File: src/inc/tpq_pkg.sv
package tpq_pkg;
   // ------------------------------------------------------------------
   // widths and constants
   // ------------------------------------------------------------------
   localparam int           CNT_W      = 16;
   localparam logic [15:0]  CNT_ALL1   = 16'hFFFF;
   localparam logic [15:0]  CNT_RST    = 16'h0000;
   localparam logic [15:0]  RELOAD_RST = 16'h0000;
   // value standing in for the undefined first capture
   localparam logic [15:0]  CAP_JUNK   = 16'hFFFF;

   // ------------------------------------------------------------------
   // mode encodings
   // ------------------------------------------------------------------
   typedef enum logic [1:0] {
      TPQ_A_TIMER, TPQ_A_EVENT, TPQ_A_ONESHOT, TPQ_A_PWM
   } tpq_amode_e;

   typedef enum logic [1:0] {
      TPQ_B_TIMER, TPQ_B_EVENT, TPQ_B_MEAS
   } tpq_bmode_e;

   // ------------------------------------------------------------------
   // grouped control of the second timer
   // ------------------------------------------------------------------
   typedef struct packed {
      logic        start;
      tpq_bmode_e  mode;
      logic        measWidth;    // 1 width, 0 period
      logic        wrEn;
      logic [15:0] wrData;
   } tpq_bctl_s;
endpackage

File: src/logic/tpq_sync.sv
`timescale 1ns/100ps
// two flip-flop synchroniser for pin inputs
module tpq_sync #(
   parameter int W = 2
) (
   input  wire logic         clk_sys,
   input  wire logic         resetn,
   input  wire logic         ce,
   input  wire logic [W-1:0] din,
   output logic      [W-1:0] dout
);
   logic [W-1:0] s1Q;
   logic [W-1:0] s2Q;

   // ------------------------------------------------------------------
   // two stages
   // ------------------------------------------------------------------
   always_ff @(posedge clk_sys or negedge resetn) begin
      if (!resetn) begin
         s1Q <= '0;
         s2Q <= '0;
      end else if (ce) begin
         s1Q <= din;
         s2Q <= s1Q;
      end
   end
   assign dout = s2Q;
endmodule // tpq_sync

File: src/logic/tpq_timer.sv
`timescale 1ns/100ps
// Summary of operation
// - PWM chosen after reset or from timer/event mode sets the A flag.
// - Clearing start while PWM output is high halts, drops it, sets flag.
// - Clearing start while PWM output is low halts, keeps it low, no flag.
// - B count reads give the live counter in timer and event modes.
// - A B count read at the reload moment returns all ones.
// - A B write while halted reads back until counting starts.
// - Changing period/width select after start in measure sets B flag.
// - First active edge after measure start loads an undefined value.
// - That first edge raises no B request.
module tpq_timer #(
   parameter int CW = tpq_pkg::CNT_W
) (
   input  wire logic                clk_sys,
   input  wire logic                resetn,
   input  wire logic                ce,
   input  wire logic                aStart,
   input  wire tpq_pkg::tpq_amode_e aMode,
   input  wire logic [CW-1:0]       aPeriod,
   input  wire logic [CW-1:0]       aHigh,
   input  wire logic                aFlagClr,
   input  wire tpq_pkg::tpq_bctl_s  bCtl,
   input  wire logic                bFlagClr,
   input  wire logic                eventPin,
   input  wire logic                measPin,
   output logic                     first_group_pulse_output,
   output logic                     aFlag,
   output logic                     bFlag,
   output logic [CW-1:0]            bCount,
   output logic [CW-1:0]            bReload
);
   // ------------------------------------------------------------------
   // pin synchronisers
   // ------------------------------------------------------------------
   logic [1:0] pinS;
   tpq_sync #(.W(2)) uSync (
      .clk_sys (clk_sys),
      .resetn  (resetn),
      .ce      (ce),
      .din     ({measPin, eventPin}),
      .dout    (pinS)
   );

   // ------------------------------------------------------------------
   // timer A state
   // ------------------------------------------------------------------
   logic [CW-1:0]       aCntQ, aCntD;
   logic                aOutQ, aOutD;
   logic                aFlagQ, aFlagD;
   logic                aStartQ;
   logic                aFirstQ, aFirstD;  // no mode seen since reset
   tpq_pkg::tpq_amode_e aModeQ;
   logic                aEnterPwm;

   // timer A next state
   always_comb begin
      aCntD  = aCntQ;
      aOutD  = aOutQ;
      aFlagD = aFlagQ;
      aFirstD = 1'b0;
      aEnterPwm = (aMode == tpq_pkg::TPQ_A_PWM) &&
                  (aFirstQ || aModeQ == tpq_pkg::TPQ_A_TIMER ||
                   aModeQ == tpq_pkg::TPQ_A_EVENT);
      if (aFlagClr)
         aFlagD = 1'b0;
      if (aMode == tpq_pkg::TPQ_A_PWM && aStart) begin
         if (aCntQ >= aPeriod - CW'(1)) begin
            aCntD = '0;
            aOutD = (aHigh != '0);
         end else begin
            aCntD = aCntQ + CW'(1);
            if (aCntQ + CW'(1) >= aHigh)
               aOutD = 1'b0;
         end
      end else if (aMode == tpq_pkg::TPQ_A_PWM && aStartQ) begin
         aCntD = '0;
         if (aOutQ)
            aFlagD = 1'b1;
         aOutD = 1'b0;
      end else if (!aStart) begin
         aOutD = 1'b0;
      end
      if (aEnterPwm && aModeQ != aMode || aFirstQ && aEnterPwm)
         aFlagD = 1'b1;
   end

   // timer A registers
   always_ff @(posedge clk_sys or negedge resetn) begin
      if (!resetn) begin
         aCntQ   <= CW'(tpq_pkg::CNT_RST);
         aOutQ   <= 1'b0;
         aFlagQ  <= 1'b0;
         aStartQ <= 1'b0;
         aFirstQ <= 1'b1;
         aModeQ  <= tpq_pkg::TPQ_A_TIMER;
      end else if (ce) begin
         aCntQ   <= aCntD;
         aOutQ   <= aOutD;
         aFlagQ  <= aFlagD;
         aStartQ <= aStart;
         aFirstQ <= aFirstD;
         aModeQ  <= aMode;
      end
   end

   // ------------------------------------------------------------------
   // timer B state
   // ------------------------------------------------------------------
   logic [CW-1:0] bCntQ, bCntD;
   logic [CW-1:0] bRldQ, bRldD;
   logic [CW-1:0] bRdQ, bRdD;
   logic          bFlagQ, bFlagD;
   logic          bStartQ;
   logic          bSelQ;
   logic          bFirstQ, bFirstD;   // waiting for first edge
   logic          evPrevQ, msPrevQ;
   logic          evRise, msEdge, bReloadNow;

   // timer B next state
   always_comb begin
      bCntD   = bCntQ;
      bRldD   = bRldQ;
      bFlagD  = bFlagQ;
      bFirstD = bFirstQ;
      evRise  = pinS[0] && !evPrevQ;
      msEdge  = bCtl.measWidth ? (pinS[1] != msPrevQ)
                               : (pinS[1] && !msPrevQ);
      bReloadNow = 1'b0;
      if (bFlagClr)
         bFlagD = 1'b0;
      if (bCtl.start && !bStartQ)
         bFirstD = 1'b1;
      if (!bCtl.start) begin
         if (bCtl.wrEn) begin
            bCntD = CW'(bCtl.wrData);
            bRldD = CW'(bCtl.wrData);
         end
      end else if (bCtl.mode == tpq_pkg::TPQ_B_MEAS) begin
         bCntD = bCntQ + CW'(1);
         if (msEdge) begin
            bCntD = '0;
            bFirstD = 1'b0;
            if (bFirstQ || (bCtl.start && !bStartQ)) begin
               bRldD = CW'(tpq_pkg::CAP_JUNK);
            end else begin
               bRldD  = bCntQ;
               bFlagD = 1'b1;
            end
         end
         if (bStartQ && bSelQ != bCtl.measWidth)
            bFlagD = 1'b1;
      end else if (bCtl.mode == tpq_pkg::TPQ_B_TIMER ||
                   (bCtl.mode == tpq_pkg::TPQ_B_EVENT && evRise)) begin
         if (bCntQ == '0) begin
            bReloadNow = 1'b1;
            bCntD  = bRldQ;
            bFlagD = 1'b1;
         end else begin
            bCntD = bCntQ - CW'(1);
         end
      end
      // read port: live count, all ones at reload
      bRdD = bReloadNow ? CW'(tpq_pkg::CNT_ALL1) : bCntD;
   end

   // timer B registers
   always_ff @(posedge clk_sys or negedge resetn) begin
      if (!resetn) begin
         bCntQ   <= CW'(tpq_pkg::CNT_RST);
         bRldQ   <= CW'(tpq_pkg::RELOAD_RST);
         bRdQ    <= CW'(tpq_pkg::CNT_RST);
         bFlagQ  <= 1'b0;
         bStartQ <= 1'b0;
         bSelQ   <= 1'b0;
         bFirstQ <= 1'b0;
         evPrevQ <= 1'b0;
         msPrevQ <= 1'b0;
      end else if (ce) begin
         bCntQ   <= bCntD;
         bRldQ   <= bRldD;
         bRdQ    <= bRdD;
         bFlagQ  <= bFlagD;
         bStartQ <= bCtl.start;
         bSelQ   <= bCtl.measWidth;
         bFirstQ <= bFirstD;
         evPrevQ <= pinS[0];
         msPrevQ <= pinS[1];
      end
   end

   // ------------------------------------------------------------------
   // outputs, all registered
   // ------------------------------------------------------------------
   assign first_group_pulse_output = aOutQ;
   assign aFlag   = aFlagQ;
   assign bFlag   = bFlagQ;
   assign bCount  = bRdQ;
   assign bReload = bRldQ;

   // ------------------------------------------------------------------
   // checks
   // ------------------------------------------------------------------
   AST_PWM_HALT_HIGH: assert property (
      @(posedge clk_sys) disable iff (!resetn)
      ce && aMode == tpq_pkg::TPQ_A_PWM && aModeQ == tpq_pkg::TPQ_A_PWM &&
      aStartQ && !aStart && aOutQ |=> !aOutQ && aFlagQ)
      else $error("pwm halt from high did not drop output and flag");
   AST_PWM_HALT_LOW: assert property (
      @(posedge clk_sys) disable iff (!resetn)
      ce && aMode == tpq_pkg::TPQ_A_PWM && aModeQ == tpq_pkg::TPQ_A_PWM &&
      aStartQ && !aStart && !aOutQ && !aFlagQ && !aFlagClr
      |=> !aOutQ && !aFlagQ)
      else $error("pwm halt from low changed output or flag");
   AST_PWM_ENTRY: assert property (
      @(posedge clk_sys) disable iff (!resetn)
      ce && aMode == tpq_pkg::TPQ_A_PWM &&
      (aModeQ == tpq_pkg::TPQ_A_TIMER || aModeQ == tpq_pkg::TPQ_A_EVENT)
      |=> aFlagQ)
      else $error("entering pwm did not set flag");
   AST_B_SEL_CHANGE: assert property (
      @(posedge clk_sys) disable iff (!resetn)
      ce && bCtl.start && bStartQ && bCtl.mode == tpq_pkg::TPQ_B_MEAS &&
      bSelQ != bCtl.measWidth |=> bFlagQ)
      else $error("select change did not set flag");
   AST_B_HALT_WRITE: assert property (
      @(posedge clk_sys) disable iff (!resetn)
      ce && !bCtl.start && bCtl.wrEn
      |=> bCount == $past(bCtl.wrData))
      else $error("halted write not read back");
   // first measured edge must load the stand-in value and keep the flag low
   AST_B_FIRST_EDGE: assert property (
      @(posedge clk_sys) disable iff (!resetn)
      ce && bCtl.start && bStartQ && bCtl.mode == tpq_pkg::TPQ_B_MEAS &&
      bFirstQ && msEdge && !bFlagQ && bSelQ == bCtl.measWidth
      |=> !bFlagQ && bReload == CW'(tpq_pkg::CAP_JUNK))
      else $error("first measured edge raised flag or kept old reload");
endmodule // tpq_timer

File: config.mk
export PLATFORM = sky130hd
export DESIGN_NAME = tpq_timer
export DESIGN_NICKNAME = d
export VERILOG_FILES = /design/src/inc/tpq_pkg.sv /design/src/logic/tpq_sync.sv /design/src/logic/tpq_timer.sv
export SDC_FILE = /design/constraint.sdc
export NUM_CORES = 1
export LEC_CHECK = 0
export ABC_AREA = 0
export BUFFER_PORTS_ARGS = -buffer_cell sky130_fd_sc_hd__buf_2
export CORE_UTILIZATION = 60
export DETAILED_ROUTE_END_ITERATION = 12
export GPL_TIMING_DRIVEN = 0
export PLACE_DENSITY = 0.84
export SYNTH_ARGS = -nofsm -noshare
export SYNTH_HDL_FRONTEND = slang
export SYNTH_HIERARCHICAL = 1
export SYNTH_SLANG_ARGS = --single-unit
File: constraint.sdc
create_clock -name clk_sys -period 5.14 [get_ports clk_sys]
set_input_delay 0.257 -clock clk_sys [delete_from_list [all_inputs] [get_ports clk_sys]]
set_output_delay 0.257 -clock clk_sys [all_outputs]
set_load 0.01 [all_outputs]
==> results of run 1 <==
cell type report:
type	count	area, sq um
Timing Repair Buffer	98	520.5
Multi-Input combinational cell	561	3737
Clock buffer	10	137.6
Sequential cell	79	1978
Fill cell	775	2818
Clock inverter	6	92.59
Buffer	43	173.9
Tap cell	133	166.4
Inverter	40	150.1
flip-flops by register name, indices dropped and copies added (netlist names):
| signal | flops |
|---|---|
| uSync/dout | 2 |
| bStartQ | 1 |
| msPrevQ | 1 |
| uSync/s1Q | 2 |
| evPrevQ | 1 |
| bFirstQ | 1 |
| first_group_pulse_output | 1 |
| bReload | 16 |
| bCount | 16 |
| bCntQ | 16 |
| aFlag | 1 |
| bFlag | 1 |
| bSelQ | 1 |
| aStartQ | 1 |
| aCntQ | 16 |
| aFirstQ | 1 |
| aModeQ | 1 |
what timing repair did:
item / CTS / global route
endpoints found under the setup margin: 0 / 0
hold endpoints to repair: 30 / 0
hold buffers: 1 / 0
worst paths after layout:
kind	startpoint	end	slack (ps)	cells past startpoint
worst min register to register	aFirstQ	aFirstQ	490	1
max in group asynchronous	resetn	aFirstQ	4130	3
worst max register to register	bCntQ[0]	bCount[5]	1390	10
min in group asynchronous	resetn	bReload[8]	350	2
worst min-delay path	eventPin	uSync/s1Q[0]	110	2
worst max-delay path	aPeriod[5]	aCntQ[13]	1330	13
worst max-delay path, cell delays in order:
cell and delay (ps):
buf_2 110, nor4_1 370, nand2_1 180, or4_1 590
nor3_1 210, xnor2_1 180, ha_1 280, a211oi_1 240
nor2_1 80, a211oi_1 310, o21ai_1 340, nor2_1 690
a221o_1 260
power by group:
group / leakage, uW / switching (uW) / internal, uW / total [uW]
combinational: 0.00203 / 422 / 242 / 663
sequential: 0.000967 / 80.1 / 714 / 794
clock: 0.000109 / 268 / 290 / 558
total: 0.00311 / 770 / 1240 / 2020
metrics by stage:
stage	cell area (sq um)	setup WS [ps]
global route	6957	1109
CTS	6957	1492
global placement	6686	1299
detailed placement	6716	1107
finish	6957	1333
floorplan	6040	2032
per-layer routing:
metal | vias up | global-route usage [%] | wire length [microns]
met1 | 3163 | 59.46 | 8603
met2 | 532 | 61.23 | 9403
met4 | 0 | 19.12 | 881
met3 | 108 | 13.68 | 3044
met5 | - | 0 | 0
li1 | 2888 | - | -
cell usage in the layout, fill, tap and decap left out, drive strengths merged, types with 4 or more instances in the layout:
cell type and n:
buf 106, dfrtp 78, nand2 77, nor2 56, o21ai 49, clkbuf 44
a21oi 42, inv 41, ha 38, xnor2 30, nand3 26, o221ai 22
nor4 17, nor3 15, mux2i 15, nand4 13, a21o 13, a211oi 11
mux2 10, xor2 10, o22ai 10, o31ai 8, nand2b 7, a31oi 7
o211ai 7, and3 6, or2 6, a22o 6, or3 6, or4 6
o22a 5, nor2b 4, nand3b 4, and4 4
kinds of logic after synthesis:
family | Yosys count | synth area share (%)
compound gates | 204 | 22.89
xor+xnor | 40 | 5.801
fa+ha+maj | 38 | 7.872
buf+inv | 83 | 5.365
flops | 79 | 32.75
mux | 25 | 4.350
simple gates | 254 | 20.97
synthesized netlist by cell type, drive strengths merged, types with 7 or more instances:
library cell,instances
dfrtp,78
nand2,77
nor2,56
o21ai,49
a21oi,42
inv,40
ha,38
clkbuf,34
xnor2,30
nand3,26
o221ai,22
nor4,17
mux2i,15
nor3,15
a21o,13
nand4,13
a211oi,11
mux2,10
o22ai,10
xor2,10
buf,9
o31ai,8
a31oi,7
nand2b,7
o211ai,7
==> run summary, run 1 <==
- 6.898 — Avg Vias per Cell
- 0 — Ant. Diodes
- 100 ps — clock-pin slew on the worst setup and hold paths
- 18.02 ps — worst-case clock skew
- 42.98% — GRT Util Overall
- 61.79% — Starting Density
- dfrtp_1, ha_1, nand2_1, xnor2_1, o21ai_0 — Synth area leaders
- 0 — number of DRC violations after detailed routing
- 933 — Total Nets Final
- 0 — setup violators final
- 0.2627 GHz — Peak Freq
- 2015 uW — Final Total Pwr
- finished clean — run status
- 22.61 microns — detailed-route wire length per cell
- 79 — TritonCTS sink count
- 2 — maximum root-to-sink buffer count
- 0.2423 mV — worst ir drop on vdd
- 105.3 ps — WHS
- 32.75% — sequential share of the synthesized area
- 9774 sq um — Core Footprint
- 102.3 microns — Die Wd
- flop — kind of end point of the critical path
- built — clock tree from TritonCTS
- 6 — yosys warns
- 824 — Mapped Nets
- 380 ps — Clk Latency, worst-skew pair
- 15.19% — P&R area growth vs syn
- 96 — count of buffers inserted at the top-level ports
- 9 — number of clock buffers inserted by TritonCTS
- 4110 ps — data arrival at the endpoint of the critical path
- 1461 ps — transition time at the pin with the least slew margin
- primary input — type of element launching the critical path
- clkbuf_8 — clock tree root driver cell
- 6198 — number of global-route vias before repair
- 884 — number of violations reported at the end of detailed-routing iteration 0
- 0 — Final Max Tran Viols
- false — RSZ-0062 raised after global routing
- 0 — grt ovf
- 1.051 — Routability Congestion
- 36 — standard-cell rows
- 16440 microns — dpl hpwl
- 0 — number of enable-type register cells in the synthesized netlist
- 6 — Detailed Routing Iterations Pass 1
- 0 — number of antenna violations at the first check in global routing
- 8 — largest driver fanout on the critical path
- 79 — Yosys reg bits
- 50 — largest net degree at the start of global routing
- 2.136% — Rel. slew slack
- 3 — H-tree depth
- 16.97% — fraction of final layout cells with drive strength greater than 1
- 0 — Resize count post-CTS
- 102.3 microns — height of the die
- 970 — non-filler instance count after layout
- primary input to flop — worst min path class
- 3807 ps — final critical path time including I/O delays and setup
- 0 — final antenna-violating net count
- 289.7 nW/um^2 — total power divided by cell area
- 5450 ps — critical path data required time
- 0.003107 uW — leakage power of the design
- 6691 — via total after detailed routing
- 6040 sq um — netlist area before placement
- 100.0% — proportion of synthesized flip-flops having asynchronous set or reset
- primary input to flop — crit path kind
- 32.32% — Yosys top cell area share
- 723 — number of cells produced by synthesis
- 98 — number of top-level pins
- 8.353 sq um — synthesized area per cell
- 71.17% — Util after Layout
- 21930 microns — wire length after detailed routing
- 0 — count of final hold-check violations
- 63 — synth unique cells
- 0 — MaxCap Viol Count
- dfrtp_1 — Yosys top cell by area
- 33220 microns — global-route wire length before repair
- 0 ps — total negative slack for setup checks
- 74.06% — final clock period utilization by the worst path
- 10470 sq um — die area
- 953 — DP Cell Count
- 0 — setup fix buffers added after clock tree synthesis
- dfrtp_1 — Primary FF master, synth
Power figures use the tool's default switching activity.
==> inputs of run 2 (changes only) <==
Settings changed: CORE_UTILIZATION 60 to 58, PLACE_DENSITY 0.84 to 0.82.
Clock period 5.14 ns to 3.8 ns, I/O delays scaled along.
==> run summary, run 2 (synthesis gave the netlist of run 1 again) <==
- 104.0 microns — Die Wd
- 953 — DP Cell Count
- 0.2866 mV — worst ir drop on vdd
- 59.55 ps — WHS
- 9 — R2R depth
- uSync/s1Q[1] — worst-case hold path end point
- 0 — grt ovf
- 970 — non-filler instance count after layout
- 40.44% — GRT Util Overall
- 6 — Detailed Routing Iterations Pass 1
- 0 — Ant. Diodes
- 100 ps — clock-pin slew on the worst setup and hold paths
- 6267 — number of global-route vias before repair
- 2577 uW — Final Total Pwr
- 0.003082 uW — leakage power of the design
- 14.32% — P&R area growth vs syn
- 900 — number of violations reported at the end of detailed-routing iteration 0
- 0 — count of final hold-check violations
- 36 — standard-cell rows
- 3 — H-tree depth
- 5.200% — Rel. slew slack
- 0 — setup violators final
- bCntQ[1] — startpoint of the lowest-slack register-to-register path
- 200 ps — worst-case register-to-register setup slack
- 933 — Total Nets Final
- 3800 ps — data arrival at the endpoint of the critical path
- 1.022 — Routability Congestion
- 104.0 microns — height of the die
- 22.33 microns — detailed-route wire length per cell
- 0 — final antenna-violating net count
- 373.3 nW/um^2 — total power divided by cell area
- 10 — largest driver fanout on the critical path
- bCount[14] — Critical R2R Capture
- flop — kind of end point of the critical path
- 96 — count of buffers inserted at the top-level ports
- 16210 microns — dpl hpwl
- buf_2, dfrtp_1, nand2_1 — commonest cells after routing, fill and taps aside
- finished clean — run status
- 380 ps — Clk Latency, worst-skew pair
- flop to flop — crit path kind
- 6517 — via total after detailed routing
- 0 — setup fix buffers added after clock tree synthesis
- false — RSZ-0062 raised after global routing
- 4000 ps — critical path data required time
- buf_2 — most common cell after layout, fill and taps aside
- 15.94 ps — worst-case clock skew
- 0 — number of antenna violations at the first check in global routing
- 44 — largest net degree at the start of global routing
- 2 — Worst Hold Depth
- 0 — Final Max Tran Viols
- built — clock tree from TritonCTS
- 17.20% — fraction of final layout cells with drive strength greater than 1
- 9 — number of clock buffers inserted by TritonCTS
- 6.719 — Avg Vias per Cell
- measPin — Min-Delay Startpoint
- 800 — total of fill cells in the finished design
- 94.80% — final clock period utilization by the worst path
- 79 — TritonCTS sink count
- flop — type of element launching the critical path
- 1415 ps — transition time at the pin with the least slew margin
- 10830 sq um — die area
- 9955 sq um — Core Footprint
- 3602 ps — final critical path time including I/O delays and setup
- primary input to flop — worst min path class
- 98 — number of top-level pins
- 0 — number of DRC violations after detailed routing
- 60.67% — Starting Density
- 34040 microns — global-route wire length before repair
- 0 — MaxCap Viol Count
- 0.2776 GHz — Peak Freq
- clkbuf_8 — clock tree root driver cell
- 21660 microns — wire length after detailed routing
- 2 — maximum root-to-sink buffer count
==> run 2: cell types whose count changed in the layout (fill, tap and decap cells not counted), sizes merged <==
cell and change:
inv +1, bufinv -2, clkinv +2, clkbuf -1
==> run 2: critical path, stage by stage, from the launching register on <==
cell and delay (ps):
dfrtp_1 430, clkbuf_1 260, inv_1 160, ha_1 220, nor3b_1 860, nand3b_1 320
o41ai_1 500, a211oi_1 180, a211oi_1 380, a21oi_1 130
==> run 2: through the flow <==
stage	area (sq um)	setup WS, ps	TNS (ps)	util (%)
after detailed placement	6709	-226.4	-2220	67.40
after global placement	6686	1.881	0	67.17
after global routing	6904	35.71	0	69.36
after CTS	6898	147.6	0	69.29
final	6904	197.5	0	69.36
after floorplan	6040	758.9	0	-
==> run 2: how the worst max path moves through the flow <==
| stage | startpoint | to | cells past startpoint | slack (ps) |
|---|---|---|---|---|
| detailed placement | aPeriod[5] | aCntQ[13] | 13 | -230 |
| CTS | aPeriod[5] | aCntQ[13] | 13 | 150 |
| global placement | aPeriod[5] | aCntQ[9] | 13 | 2 |
| finish | bCntQ[1] | bCount[14] | 9 | 200 |
| floorplan | aPeriod[5] | aCntQ[9] | 12 | 760 |
| global route | aPeriod[4] | aCntQ[9] | 14 | 40 |
==> run 2: cell type report <==
type | count | area (sq um) | share of cell area [%]
Tap cell | 133 | 166.4 | 2.410
Clock inverter | 7 | 55.05 | 0.7974
Sequential cell | 79 | 1978 | 28.65
Inverter | 40 | 150.1 | 2.175
Buffer | 43 | 173.9 | 2.519
Clock buffer | 9 | 123.9 | 1.794
Multi-Input combinational cell | 561 | 3744 | 54.22
Timing Repair Buffer | 98 | 513.0 | 7.430
==> run 2: metal layers <==
| layer | vias to the layer above | track usage (%) | routed length, microns |
|---|---|---|---|
| li1 | 2892 | - | - |
| met1 | 3093 | 58.00 | 8975 |
| met2 | 457 | 59.10 | 9314 |
| met3 | 75 | 8.020 | 2673 |
| met4 | 0 | 17.04 | 693 |
| met5 | - | 0.9524 | 0 |
==> run 2: power by group <==
group / switching, uW / internal, uW / leakage, uW
clock network: 373 / 243 / 0.0000862
registers: 105 / 965 / 0.000967
logic: 564 / 326 / 0.00203
==> run 2: what timing repair did <==
item                                   4_1_cts  5_1_grt
hold buffers                                 1        0
endpoints found under the hold margin       36        0
resized for setup                            0        2
setup endpoints to repair                    0       14
==> inputs of run 3 (changes only) <==
Settings changed: CORE_ASPECT_RATIO set to 1.4.
==> run summary, run 3 (synthesis gave the netlist of run 1 again) <==
- clkbuf_1 -> inv_1 -> ha_1 -> nor4b_2 -> nand4_1 -> buf_2 -> nand3_1 -> a21oi_1 -> a211oi_1 -> a21oi_1 — Critical Path, Cell by Cell
- 7 — Detailed Routing Iterations Pass 1
- 0 — setup violators final
- 70 ps — clock-pin slew on the worst setup and hold paths
- buf_2 — most common cell after layout, fill and taps aside
- 101.6 ps — post-layout worst setup margin
- 46.54% — met1 routing resource usage after global routing
- 0 — Final Max Tran Viols
- bCntQ[1] — startpoint of the lowest-slack register-to-register path
- 0.2704 GHz — Peak Freq
- 60.35% — Starting Density
- 0 — count of final hold-check violations
- 0 ps — total negative slack for setup checks
- 122.7 microns — height of the die
- met2 — grt peak-use layer
- 11.63% — met3 track demand over resource
- 10 — largest driver fanout on the critical path
- flop — kind of end point of the critical path
- 933 — Total Nets Final
- false — RSZ-0062 raised after global routing
- 2 — maximum root-to-sink buffer count
- 0 — MaxCap Viol Count
- 22530 microns — wire length after detailed routing
- 16.20% — P&R area growth vs syn
- 708 — number of violations reported at the end of detailed-routing iteration 0
- a21oi_1 — cell repeated most along the worst path
- 15.16 ps — Post-Place Worst Slack
- 6512 — number of global-route vias before repair
- 23.18 microns — detailed-route wire length per cell
- bCntQ[1] — launching instance or port of the critical path
- 9 — number of clock buffers inserted by TritonCTS
- 72.98% — grt met2 use
- flop — type of element launching the critical path
- 6.777 — Avg Vias per Cell
- eventPin — Min-Delay Startpoint
- 3860 ps — data arrival at the endpoint of the critical path
- 16760 microns — dpl hpwl
- 96 — count of buffers inserted at the top-level ports
- 1312 ps — transition time at the pin with the least slew margin
- 0.2306 mV — worst ir drop on vdd
- 88.25 microns — Die Wd
- 820 ps — delay of the slowest cell on the worst path
- 6587 — via total after detailed routing
- 43 — largest net degree at the start of global routing
- 3 — H-tree depth
- 0 — final antenna-violating net count
- 3698 ps — final critical path time including I/O delays and setup
- 0 — grt ovf
- 10010 sq um — Core Footprint
- 350 ps — Clk Latency, worst-skew pair
- 79 — TritonCTS sink count
- buf_2, dfrtp_1, nand2_1 — commonest cells after routing, fill and taps aside
- clkbuf_16 — clock tree root driver cell
- 1.026 — Routability Congestion
- built — clock tree from TritonCTS
- 34580 microns — global-route wire length before repair
- flop to flop — crit path kind
- 97.33% — final clock period utilization by the worst path
- primary input to flop — worst min path class
- 1 — number of antenna violations at the first check in global routing
- 3970 ps — critical path data required time
- 17.20% — fraction of final layout cells with drive strength greater than 1
- finished clean — run status
- 0.003133 uW — leakage power of the design
- 0 — Ant. Diodes
- 407.8 nW/um^2 — total power divided by cell area
- 0 — number of DRC violations after detailed routing
- 100 ps — worst-case register-to-register setup slack
- 12.33 ps — worst-case clock skew
- a211oi_1 — CP max-delay cell
- 43 — standard-cell rows
- 12.11% — Rel. slew slack
- 43.47% — GRT Util Overall
- 2862 uW — Final Total Pwr
- 813 — total of fill cells in the finished design
- 10830 sq um — die area
- 98 — number of top-level pins
- 0 — setup fix buffers added after clock tree synthesis
[run 3: path summary, 6_finish.rpt]
path,endpoint,depth (start not counted)
max in group asynchronous,bCntQ[11],3
max,bCount[5],10
min reg2reg,aFlag,2
max reg2reg,bCount[5],10
min,uSync/s1Q[0],2
min in group asynchronous,bCount[3],2
[run 3: through the flow]
stage | hold slack, ps | cell area, sq um | cells | utilization, %
3_3_place_gp | 425.0 | 6689 | 954 | 66.84
6_report | 79.04 | 7018 | 972 | 70.13
5_1_grt | 74.64 | 7018 | 972 | 70.13
2_1_floorplan | -105.6 | 6040 | 723 | -
4_1_cts | 75.00 | 7008 | 972 | 70.03
3_5_place_dp | 197.0 | 6711 | 955 | 67.07
[run 3: power by group]
group	switching, uW	internal [uW]	total (uW)
logic	589	329	919
registers	112	966	1080
clock network	408	457	865
[run 3: timing repair]
item | CTS | global route
hold buffers | 1 | 0
setup endpoints to repair | 0 | 3
hold endpoints to repair | 36 | 0
gates resized for setup | 0 | 2
[run 3: area by class of cell]
type	count	area [sq um]	share of cell area [%]
repair buffers	98	513.0	7.310
inverters	40	150.1	2.139
flip-flops and latches	79	1978	28.19
well taps	135	168.9	2.407
plain buffers	43	173.9	2.478
clock buffers	9	225.2	3.209
multi-input cells	561	3747	53.40
clock inverters	7	61.31	0.8736
[run 3: critical path, delay by kind of cell, from the launching register on]
family | cells | cell delay, ps
and+or+nand+nor | 3 | 1060
buffers and inverters | 3 | 790
AOI/OAI and AO/OA | 3 | 1070
adders and majority gates | 1 | 170
DFF | 1 | 420
[run 3: metal layers]
metal	wire length [microns]	up-vias
li1	-	2878
met1	7912	3110
met2	10990	479
met3	1960	118
met4	1646	2
met5	18	-
